===== config.mk =====
export PLATFORM = sky130hd
export DESIGN_NAME = lcr_ctrl
export DESIGN_NICKNAME = d
export VERILOG_FILES = /design/src/inc/lcr_pkg.sv /design/src/design/lcr_ctrl.sv
export VERILOG_INCLUDE_DIRS = /design/src /design/src/inc
export SDC_FILE = /design/constraint.sdc
export NUM_CORES = 1
export LEC_CHECK = 0
export BUFFER_PORTS_ARGS = -buffer_cell sky130_fd_sc_hd__clkbuf_2
export CAP_MARGIN = 25
export CORE_UTILIZATION = 40
export DETAILED_ROUTE_END_ITERATION = 16
export PLACE_DENSITY = 0.78
export RECOVER_POWER = 100
export SYNTH_ARGS = -nofsm -noshare
export SYNTH_HDL_FRONTEND = slang
export SYNTH_SLANG_ARGS = --single-unit

===== constraint.sdc =====
create_clock -name CLOCK_I -period 4.05 [get_ports CLOCK_I]
set_input_delay 0.81 -clock CLOCK_I [delete_from_list [all_inputs] [get_ports CLOCK_I]]
set_output_delay 0.81 -clock CLOCK_I [all_outputs]
set_load 0.005 [all_outputs]

===== src/inc/lcr_defs.svh =====
// Constants for the LCD driver control block: command codes, field positions, counts.
// Assumes inclusion by bare name from the package and the design file.
`ifndef LCR_DEFS_SVH
`define LCR_DEFS_SVH

`define LCR_COL_LAST      7'h4F
`define LCR_COL_RESET     7'h00
`define LCR_OP_MAPPING    7'h50
`define LCR_OP_STATIC     7'h52
`define LCR_OP_DUTY       7'h54
`define LCR_OP_RMW_START  8'hE0
`define LCR_OP_RMW_END    8'hEE
`define LCR_LOAD_BIT      7
`define LCR_VALUE_BIT     0
`define LCR_STAT_LOW      4'h0
`define LCR_RESET_CYCLES  4'h8
`define LCR_BUSY_CYCLES   4'h2
`define LCR_SEG_COUNT     80

`endif


===== src/inc/lcr_pkg.sv =====
// Types shared by the LCD driver control block.
// Assumes lcr_defs.svh is reachable on the include path.
`include "lcr_defs.svh"

package lcr_pkg;

  typedef enum logic [2:0] {
    LCR_ST_RESET = 3'b001,
    LCR_ST_READY = 3'b010,
    LCR_ST_BUSY  = 3'b100
  } lcr_state_e;

  typedef struct packed {
    logic       cmd_data_select;
    logic       read_enable_strobe;
    logic       read_write_select;
    logic [7:0] data;
  } lcr_bus_s;

  typedef struct packed {
    logic       busy;
    logic       mapping;
    logic       display_off;
    logic       resetting;
    logic [3:0] zero;
  } lcr_status_s;

endpackage : lcr_pkg


===== src/design/lcr_ctrl.sv =====
// Control registers of a dot-matrix LCD driver: column pointer, segment order,
// static drive, duty select and status byte, decoded from the 8-bit host bus.
// Assumes bus inputs synchronous to CLOCK_I and BUS_STROBE_I one cycle per access.
`timescale 1ns/1ns
`include "lcr_defs.svh"

module lcr_ctrl #(
  parameter bit SEGMENT_ONLY = 1'b0
) (
  input  wire logic                      CLOCK_I,
  input  wire logic                      RST_N_I,
  input  wire logic                      BUS_STROBE_I,
  input  wire logic                      CMD_DATA_SELECT_I,
  input  wire logic                      READ_ENABLE_STROBE_I,
  input  wire logic                      READ_WRITE_SELECT_I,
  input  wire logic [7:0]                DATA_I,
  output logic      [7:0]                DATA_O,
  output logic                           DATA_OE_N_O,
  input  wire logic                      DISPLAY_ON_I,
  input  wire logic [`LCR_SEG_COUNT-1:0] COLUMN_DATA_I,
  output logic      [`LCR_SEG_COUNT-1:0] SEGMENT_DATA_O,
  output logic      [6:0]                COLUMN_POINTER_O,
  output logic                           SEG_ORDER_REVERSED_O,
  output logic                           DUTY_32_O,
  output logic                           EXTERNAL_SCAN_O,
  output logic                           STATIC_DRIVE_O,
  output logic                           INT_CLOCK_EN_O,
  output logic                           FORCE_SUPPLY_O,
  output logic                           OSC_OUT_OE_N_O
);

  ////////////////////////////////////////////////////////////////////////////
  // Bus decode

  lcr_pkg::lcr_bus_s    bus;
  lcr_pkg::lcr_state_e  state_reg;
  lcr_pkg::lcr_state_e  state_next;
  lcr_pkg::lcr_status_s status;
  logic [3:0]           count_reg;
  logic [3:0]           count_next;
  logic [6:0]           column_reg;
  logic [6:0]           column_save_reg;
  logic                 mapping_reg;
  logic                 static_reg;
  logic                 duty_reg;
  logic                 rmw_reg;
  logic                 low_power;
  logic                 ready;
  logic                 cmd_write;
  logic                 data_write;
  logic                 data_read;
  logic                 status_read;
  logic                 data_access;
  logic                 op_mapping;
  logic                 op_static;
  logic                 op_duty;
  logic                 op_column;
  logic                 op_rmw_start;
  logic                 op_rmw_end;
  logic [7:0]           data_reg;
  logic                 oe_n_reg;
  logic [`LCR_SEG_COUNT-1:0] seg_reg;

  assign bus = '{cmd_data_select:    CMD_DATA_SELECT_I,
                 read_enable_strobe: READ_ENABLE_STROBE_I,
                 read_write_select:  READ_WRITE_SELECT_I,
                 data:               DATA_I};

  assign ready = (state_reg == lcr_pkg::LCR_ST_READY);

  // Writes and data reads that arrive while busy or resetting are dropped; status reads are always taken; host polls busy
  assign cmd_write   = BUS_STROBE_I && ready && !bus.cmd_data_select
                       && bus.read_enable_strobe && !bus.read_write_select;
  assign data_write  = BUS_STROBE_I && ready && bus.cmd_data_select
                       && !bus.read_write_select;
  assign data_read   = BUS_STROBE_I && ready && bus.cmd_data_select
                       && !bus.read_enable_strobe && bus.read_write_select;
  assign status_read = BUS_STROBE_I && !bus.cmd_data_select
                       && !bus.read_enable_strobe && bus.read_write_select;
  assign data_access = data_write || (data_read && !rmw_reg);

  // Fixed upper-bit or whole-byte patterns; anything else falls through untouched
  assign op_column    = cmd_write && !bus.data[`LCR_LOAD_BIT];
  assign op_mapping   = cmd_write && (bus.data[7:1] == `LCR_OP_MAPPING);
  assign op_static    = cmd_write && (bus.data[7:1] == `LCR_OP_STATIC);
  assign op_duty      = cmd_write && (bus.data[7:1] == `LCR_OP_DUTY);
  assign op_rmw_start = cmd_write && (bus.data == `LCR_OP_RMW_START);
  assign op_rmw_end   = cmd_write && (bus.data == `LCR_OP_RMW_END);

  ////////////////////////////////////////////////////////////////////////////
  // Reset and busy sequencing

  always_comb begin
    state_next = state_reg;
    count_next = count_reg;
    unique case (state_reg)
      lcr_pkg::LCR_ST_RESET: begin
        count_next = count_reg - 4'h1;
        if (count_reg == 4'h1) begin
          state_next = lcr_pkg::LCR_ST_READY;
        end
      end
      lcr_pkg::LCR_ST_READY: begin
        if (cmd_write || data_write || data_read) begin
          state_next = lcr_pkg::LCR_ST_BUSY;
          count_next = `LCR_BUSY_CYCLES;
        end
      end
      lcr_pkg::LCR_ST_BUSY: begin
        count_next = count_reg - 4'h1;
        if (count_reg == 4'h1) begin
          state_next = lcr_pkg::LCR_ST_READY;
        end
      end
      default: begin
        state_next = lcr_pkg::LCR_ST_RESET;
        count_next = `LCR_RESET_CYCLES;
      end
    endcase
  end

  always_ff @(posedge CLOCK_I or negedge RST_N_I) begin
    if (!RST_N_I) begin
      state_reg <= lcr_pkg::LCR_ST_RESET;
      count_reg <= `LCR_RESET_CYCLES;
    end else begin
      state_reg <= state_next;
      count_reg <= count_next;
    end
  end

  ////////////////////////////////////////////////////////////////////////////
  // Column pointer and read-modify-write

  always_ff @(posedge CLOCK_I or negedge RST_N_I) begin
    if (!RST_N_I) begin
      column_reg <= `LCR_COL_RESET;
    end else if (op_column && !rmw_reg) begin
      column_reg <= bus.data[6:0];
    end else if (op_rmw_end && rmw_reg) begin
      column_reg <= column_save_reg;
    end else if (data_access) begin
      if (column_reg >= `LCR_COL_LAST) begin
        column_reg <= `LCR_COL_RESET;
      end else begin
        column_reg <= column_reg + 7'h01;
      end
    end
  end

  // Saved pointer is restored when the mode ends
  always_ff @(posedge CLOCK_I or negedge RST_N_I) begin
    if (!RST_N_I) begin
      rmw_reg         <= 1'b0;
      column_save_reg <= `LCR_COL_RESET;
    end else if (op_rmw_start) begin
      rmw_reg         <= 1'b1;
      column_save_reg <= column_reg;
    end else if (op_rmw_end) begin
      rmw_reg         <= 1'b0;
    end
  end

  ////////////////////////////////////////////////////////////////////////////
  // One-bit settings

  always_ff @(posedge CLOCK_I or negedge RST_N_I) begin
    if (!RST_N_I) begin
      mapping_reg <= 1'b0;
    end else if (op_mapping) begin
      mapping_reg <= bus.data[`LCR_VALUE_BIT];
    end
  end

  always_ff @(posedge CLOCK_I or negedge RST_N_I) begin
    if (!RST_N_I) begin
      static_reg <= 1'b0;
    end else if (op_static) begin
      static_reg <= bus.data[`LCR_VALUE_BIT];
    end
  end

  // Segment-only parts have no duty setting at all
  always_ff @(posedge CLOCK_I or negedge RST_N_I) begin
    if (!RST_N_I) begin
      duty_reg <= 1'b0;
    end else if (op_duty && !SEGMENT_ONLY) begin
      duty_reg <= bus.data[`LCR_VALUE_BIT];
    end
  end

  ////////////////////////////////////////////////////////////////////////////
  // Segment mapping, frozen while static drive is on

  assign low_power = static_reg && !DISPLAY_ON_I;

  genvar seg;
  generate
    for (seg = 0; seg < `LCR_SEG_COUNT; seg = seg + 1) begin : g_seg
      always_ff @(posedge CLOCK_I or negedge RST_N_I) begin
        if (!RST_N_I) begin
          seg_reg[seg] <= 1'b0;
        end else if (!static_reg) begin
          seg_reg[seg] <= mapping_reg ? COLUMN_DATA_I[`LCR_SEG_COUNT-1-seg]
                                      : COLUMN_DATA_I[seg];
        end
      end
    end
  endgenerate

  ////////////////////////////////////////////////////////////////////////////
  // Status read

  assign status = '{busy:        !ready,
                    mapping:     mapping_reg,
                    display_off: !DISPLAY_ON_I,
                    resetting:   (state_reg == lcr_pkg::LCR_ST_RESET),
                    zero:        `LCR_STAT_LOW};

  // Drives the bus for one cycle after the status strobe
  always_ff @(posedge CLOCK_I or negedge RST_N_I) begin
    if (!RST_N_I) begin
      data_reg <= 8'h00;
      oe_n_reg <= 1'b1;
    end else begin
      oe_n_reg <= !status_read;
      if (status_read) begin
        data_reg <= status;
      end
    end
  end

  ////////////////////////////////////////////////////////////////////////////
  // Outputs

  assign DATA_O               = data_reg;
  assign DATA_OE_N_O          = oe_n_reg;
  assign SEGMENT_DATA_O       = seg_reg;
  assign COLUMN_POINTER_O     = column_reg;
  assign SEG_ORDER_REVERSED_O = mapping_reg;
  assign DUTY_32_O            = duty_reg;
  assign EXTERNAL_SCAN_O      = SEGMENT_ONLY;
  assign STATIC_DRIVE_O       = static_reg;
  assign INT_CLOCK_EN_O       = !static_reg;
  assign FORCE_SUPPLY_O       = low_power;
  assign OSC_OUT_OE_N_O       = low_power;

  ////////////////////////////////////////////////////////////////////////////
  // Checks

  a_col_increment: assert property (@(posedge CLOCK_I) disable iff (!RST_N_I)
    data_write && !op_column && column_reg < `LCR_COL_LAST |=> column_reg == $past(column_reg) + 7'h01)
    else $error("column pointer did not advance");

  a_col_wrap: assert property (@(posedge CLOCK_I) disable iff (!RST_N_I)
    data_access && column_reg == `LCR_COL_LAST |=> column_reg == `LCR_COL_RESET)
    else $error("column pointer did not wrap");

  a_col_load: assert property (@(posedge CLOCK_I) disable iff (!RST_N_I)
    op_column && !rmw_reg |=> column_reg == $past(DATA_I[6:0]))
    else $error("column pointer load wrong");

  a_rmw_read_hold: assert property (@(posedge CLOCK_I) disable iff (!RST_N_I)
    data_read && rmw_reg |=> $stable(column_reg))
    else $error("column moved on read in rmw mode");

  a_mapping_set: assert property (@(posedge CLOCK_I) disable iff (!RST_N_I)
    op_mapping |=> SEG_ORDER_REVERSED_O == $past(DATA_I[0]) ##1 $stable(SEG_ORDER_REVERSED_O))
    else $error("mapping setting wrong");

  a_static_set: assert property (@(posedge CLOCK_I) disable iff (!RST_N_I)
    op_static |=> STATIC_DRIVE_O == $past(DATA_I[0]) && INT_CLOCK_EN_O == !$past(DATA_I[0]))
    else $error("static drive setting wrong");

  a_duty_set: assert property (@(posedge CLOCK_I) disable iff (!RST_N_I)
    op_duty && !SEGMENT_ONLY |=> DUTY_32_O == $past(DATA_I[0]))
    else $error("duty setting wrong");

  a_seg_reverse: assert property (@(posedge CLOCK_I) disable iff (!RST_N_I)
    mapping_reg && !static_reg |=> SEGMENT_DATA_O[0] == $past(COLUMN_DATA_I[`LCR_SEG_COUNT-1]))
    else $error("reversed segment order wrong");

  a_static_freeze: assert property (@(posedge CLOCK_I) disable iff (!RST_N_I)
    static_reg |=> $stable(SEGMENT_DATA_O))
    else $error("segment data moved in static drive");

  a_low_power_pins: assert property (@(posedge CLOCK_I) disable iff (!RST_N_I)
    STATIC_DRIVE_O && !DISPLAY_ON_I |-> FORCE_SUPPLY_O && OSC_OUT_OE_N_O && !INT_CLOCK_EN_O)
    else $error("low-power pins wrong");

  a_status_byte: assert property (@(posedge CLOCK_I) disable iff (!RST_N_I)
    status_read |=> !DATA_OE_N_O && DATA_O[3:0] == 4'h0 && DATA_O[6] == $past(mapping_reg))
    else $error("status byte wrong");

  a_status_flags: assert property (@(posedge CLOCK_I) disable iff (!RST_N_I)
    status_read |=> DATA_O[7] == !$past(ready) && DATA_O[5] == !$past(DISPLAY_ON_I)
                    && DATA_O[4] == ($past(state_reg) == lcr_pkg::LCR_ST_RESET))
    else $error("status flags wrong");

  a_busy_after_write: assert property (@(posedge CLOCK_I) disable iff (!RST_N_I)
    cmd_write |=> !ready [*2] ##1 ready)
    else $error("busy window wrong");

endmodule : lcr_ctrl


==> After elaboration in Yosys (flattened, before gate mapping) <==
Cells that the tools add are included.
{ "totals": {"memories": 0, "romBits": 0, "inputBits": 95, "ramBits": 0, "ff_bits": 110, "latchBits": 0, "elab_cells": 232} }
{ "classes": {"bitwise_logic": 0, "shifts": 0, "n_mux": 91, "reduce_logical": 37, "div_mod_pow": 0, "addsub": 2, "order_cmp": 1, "n_mul": 0, "eq_ne": 11} }
{ "op_table": {"columns": ["operator", "count"], "rows": [
  ["two-way mux 1 bit", 82],
  ["two-way mux 7 bit", 4],
  ["== test 7 bit (second input constant)", 3],
  ["logical AND 1 bit", 21],
  ["== test 8 bit (second input constant)", 2],
  ["zero test 1 bit", 9],
  ["case mux 4 bit (2 select lines)", 1],
  ["adder 7 x 1 -> 7 bit (second input constant)", 1],
  [">= comparator 7 bit (second input constant)", 1],
  ["two-way mux 3 bit", 2],
  ["case mux 3 bit (2 select lines)", 1],
  ["== test 4 x 1 -> 1 bit (second input constant)", 1],
  ["two-way mux 4 bit", 1],
  ["!= test 2 x 1 -> 1 bit (second input constant)", 2],
  ["subtractor 4 x 1 -> 4 bit (second input constant)", 1],
  ["== test 3 x 1 -> 1 bit (second input constant)", 1],
  ["== test 3 x 2 -> 1 bit (second input constant)", 1],
  ["== test 3 bit (second input constant)", 1],
  ["logical OR 1 bit", 3],
  ["nonzero test 3 bit", 1],
  ["AND reduction 2 bit", 1],
  ["nonzero test 2 bit", 1],
  ["OR reduction 2 bit", 1]
]} }

==> Depth between registers and ports, before layout <==
{ "depth": {"word_depth": 10, "depth_mapped": 7, "mapped_depth_nobuf": 7} }

==> Least setup slack after synthesis <==
Ideal clock, no wire load.
{ "synth_path": {"path_kind": "input port to flip-flop", "from": "in CMD_DATA_SELECT_I", "to": "reg column_save_reg[0]", "cell_stages": 5, "path_slack_ps": 1733, "arrival_ps": 2193, "required_ps": 3925, "cell_sequence": "and4bb_2 -> nand3_2 -> or4_4 -> nor2_8 -> mux2_2"} }
{ "synth_between": {"elab_chain_len": 5} }
{ "synth_lines": {"columns": ["item", "line_no", "text"], "rows": [
  ["from (decl)", "lcr_ctrl.sv:13", "input wire logic CMD_DATA_SELECT_I,"],
  ["zero test 1 bit", "lcr_ctrl.sv:72", "assign cmd_write = BUS_STROBE_I && ready && !bus.cmd_data_select"],
  ["logical AND 1 bit", "lcr_ctrl.sv:72", null],
  ["logical AND 1 bit (2 in series)", "lcr_ctrl.sv:73", "&& bus.read_enable_strobe && !bus.read_write_select;"],
  ["logical AND 1 bit", "lcr_ctrl.sv:87", "assign op_rmw_start = cmd_write && (bus.data == `LCR_OP_RMW_START);"],
  ["to (signal assigned)", "lcr_ctrl.sv:155", "column_save_reg <= `LCR_COL_RESET;"],
  ["to (signal assigned)", "lcr_ctrl.sv:158", "column_save_reg <= column_reg;"],
  ["to (decl)", "lcr_ctrl.sv:42", "logic [6:0] column_save_reg;"]
]} }
Every way passes these cells.
A chain may end at the register's enable or synchronous reset.

==> Worst setup path after layout <==
{ "layout_path": {"from": "reg mapping_reg (netlist: SEG_ORDER_REVERSED_O)", "to": "reg seg_reg[6] (netlist: SEGMENT_DATA_O[6])"} }
{ "layout_between": {"elab_chain_len": 1} }
{ "layout_lines": {"columns": ["item", "line_no", "text"], "rows": [
  ["from (decl)", "lcr_ctrl.sv:43", "logic mapping_reg;"],
  ["from (signal assigned)", "lcr_ctrl.sv:171", "mapping_reg <= bus.data[`LCR_VALUE_BIT];"],
  ["two-way mux 1 bit", "lcr_ctrl.sv:204", "seg_reg[seg] <= mapping_reg ? COLUMN_DATA_I[`LCR_SEG_COUNT-1-seg]"],
  ["to (signal, indexed assignment)", "lcr_ctrl.sv:204", null],
  ["to (decl)", "lcr_ctrl.sv:62", "logic [`LCR_SEG_COUNT-1:0] seg_reg;"]
]} }
Every way passes these cells.

==> results by group <==
Final layout
  • Max reg flops: 80
  • Nets: 793
  • Antenna cells: 0
  • Most frequent cells in the layout: clkbuf_2, dfrtp_1, nand2_1, o21ai_0, mux2i_1
  • Fill cell count: 1255
  • Commonest non-fill, non-tap cell in the layout: clkbuf_2
  • Fraction of layout cells with a size suffix above 1: 21.7%
  • Area grow syn2layout: 23.1%

Synth
  • Cell count after synthesis: 519
  • Mapped cell area: 5310 um^2
  • Area leader, netlist: dfrtp_1
  • #FFs+latches synth: 110
  • Yosys cell types: 45
  • Main flop type after synthesis: dfrtp_1
  • Share of the synthesized area in the top cell type: 50.5%
  • Average cell area after synthesis: 10.2 um^2
  • Post-synth ARST share: 100%
  • Yosys warnings: 0
  • Top cells by area, synth: dfrtp_1, mux2i_1, o21ai_0, nand2_1, mux2_2
  • Sequential area share after synthesis: 52.0%
  • EDFF count, synth: 0

Floorplanning
  • Die area: 13700 um^2
  • Cell Rows: 41
  • Die X: 117 um
  • Initial Util: 41.5%
  • Die Y: 117 um
  • Ports: 198
  • Placeable core area: 12800 um^2

Setup path
  • CP bufs+invs: 1
  • Worst Path Max Fanout: 28
  • Worst setup endpoint: SEGMENT_DATA_O[6]
  • Critical path's top delay family: flip-flops
  • CP Data Arrival Time: 3.18 ns
  • Start point of the critical path: SEG_ORDER_REVERSED_O
  • CP endpoint kind: flop
  • Worst R2R End: SEGMENT_DATA_O[6]
  • WP data required: 4.24 ns
  • Max stage delay cell, worst path: dfrtp_1
  • CP peak stage delay: 1.33 ns
  • Critical path class: flop to flop
  • Reg2reg start: SEG_ORDER_REVERSED_O
  • Critical Path, Cell by Cell: clkbuf_1, mux2i_1, o21ai_0
  • Crit path depth: 3
  • R2R setup slack: 1.06 ns
  • Worst Reg-to-Reg Cells: 3
  • Crit start category: flop

Detailed routing
  • Via count of the routed design: 4392
  • DRC: 0
  • Initial DRT Pass Iterations: 4
  • Final antenna-violating net count: 0
  • Drt wl/cell: 14.0 um
  • Routed vias/inst: 5.04
  • Final WL: 12200 um
  • DR iter-0 viols: 308

Global routing
  • Vias in the first global route: 4063
  • First-pass GRT wire length: 19000 um
  • Tot GR Track Use: 18.1%
  • Initial antenna violation count: 0
  • Gr ovfl total: 0
  • Largest net degree at the start of global routing: 98

Clock network
  • TritonCTS Sinks: 110
  • CTS tree: done
  • Cts-stage hold buffer count: 0
  • Post-CTS sizing: 0
  • Number of H-tree levels: 3
  • CTS Buf Count: 9
  • Clk root buf: clkbuf_16
  • Latest clock arrival within the worst-skew pair: 0.35 ns
  • Clk slew on worst S/H paths: 0.07 ns
  • Clock buffer depth: 2
  • Setup Fix Bufs, Post-CTS: 0

Timing
  • Tcrit/Tclk final: 73.9%
  • Clock Skews: 0.00877 ns
  • Max Freq: 334 MHz
  • Shortest period the worst path allows: 2.99 ns
  • RSZ-0062 raised after global routing: false
  • Hold Fails Final Rpt: 0
  • Slew Limit Fails: 0
  • Worst Slack Setup Final: 1.06 ns
  • Least-Margin Pin Slew: 1.48 ns
  • TNS Setup: 0 ns
  • Setup violators final: 0
  • Slew Limit Headroom: 1.21%

Power
  • Total Power: 2.51 mW
  • Leak pwr: 2.63 nW
  • Power per standard cell area: 384 nW/um^2
  • Max IR drop VDD: 0.000154 V

Placed design
  • Post-Place Setup Slack: 1.51 ns
  • Port bufs: 192
  • Gpl congestion: 0.828
  • Hpwl dp: 8830 um

Worst hold path
  • HP Start: DATA_O[7]
  • Min-Delay Path Class: flop to flop

Status
  • Status: complete, no violations

Run
  • Number of max-cap violations: 0
## cells by family after synthesis
| logic type | count (synthesis) | share of synthesized area (%) |
|---|---|---|
| simple gates | 145 | 13.0 |
| other cells | 1 | 0.0707 |
| xor+xnor | 2 | 0.330 |
| compound gates | 122 | 12.7 |
| buf+inv | 44 | 3.63 |
| fa+ha+maj | 3 | 0.708 |
| mux | 92 | 17.6 |
| flops | 110 | 52.0 |
## Yosys cell counts, types with 4 or more instances
cell and count:
mux2i_1 81, a22oi_1 4, o31ai_1 7, nor3_1 6, buf_1 8, clkbuf_1 21
mux2_2 11, nor3b_1 6, nand2b_1 4, a21oi_1 4, o21ai_0 94, buf_4 7
inv_1 7, nor2_1 11, nand3_1 5, nand2_1 94, dfrtp_1 107
## worst register-to-register path, stage by stage, from the launching register on
cell,delay (ns)
dfrtp_1,1.33
clkbuf_1,1.09
mux2i_1,0.30
o21ai_0,0.11
## metal layers
metal	global-route usage, %	vias up	part of all wire, %
met5	0	-	0
met1	23.2	2055	44
met3	5.46	17	7.1
li1	-	2169	-
met2	28.3	151	47
met4	8.27	0	2.0
## where the power goes
part,switching (mW),internal [mW],leakage (nW)
clock,0.397,0.482,0.144
combinational,0.190,0.166,1.16
sequential,0.0792,1.19,1.33
total,0.666,1.84,2.63
## worst min path at each step
stage | end | slack [ns] | cells past startpoint
detailed placement | DATA_O[7] | 0.47 | 2
finish | DATA_O[7] | 0.48 | 2
global placement | DATA_O[7] | 0.46 | 2
global route | SEGMENT_DATA_O[74] | 0.50 | 2
floorplan | count_reg[3] | 0.47 | 2
CTS | DATA_O[7] | 0.49 | 2
## per-stage QoR
| step | area, um^2 | hold slack [ns] | util, % | cells |
|---|---|---|---|---|
| after floorplan | 5320 | 0.465 | - | 523 |
| after global placement | 6380 | 0.462 | 49.9 | 855 |
| after detailed placement | 6380 | 0.472 | 49.9 | 855 |
| after CTS | 6670 | 0.488 | 52.2 | 871 |
| after global routing | 6530 | 0.501 | 51.1 | 872 |
| final | 6530 | 0.482 | 51.1 | 872 |
## cell type report
type	count	area, um^2	area share [%]
Tap cell	172	215	3.30
Multi-Input combinational cell	369	2340	35.8
Timing Repair Buffer	198	900	13.8
Sequential cell	110	2760	42.3
Clock buffer	11	233	3.56
Clock inverter	5	57.6	0.882
Inverter	7	26.3	0.402
No activity file was read; power rests on OpenSTA's default activity.
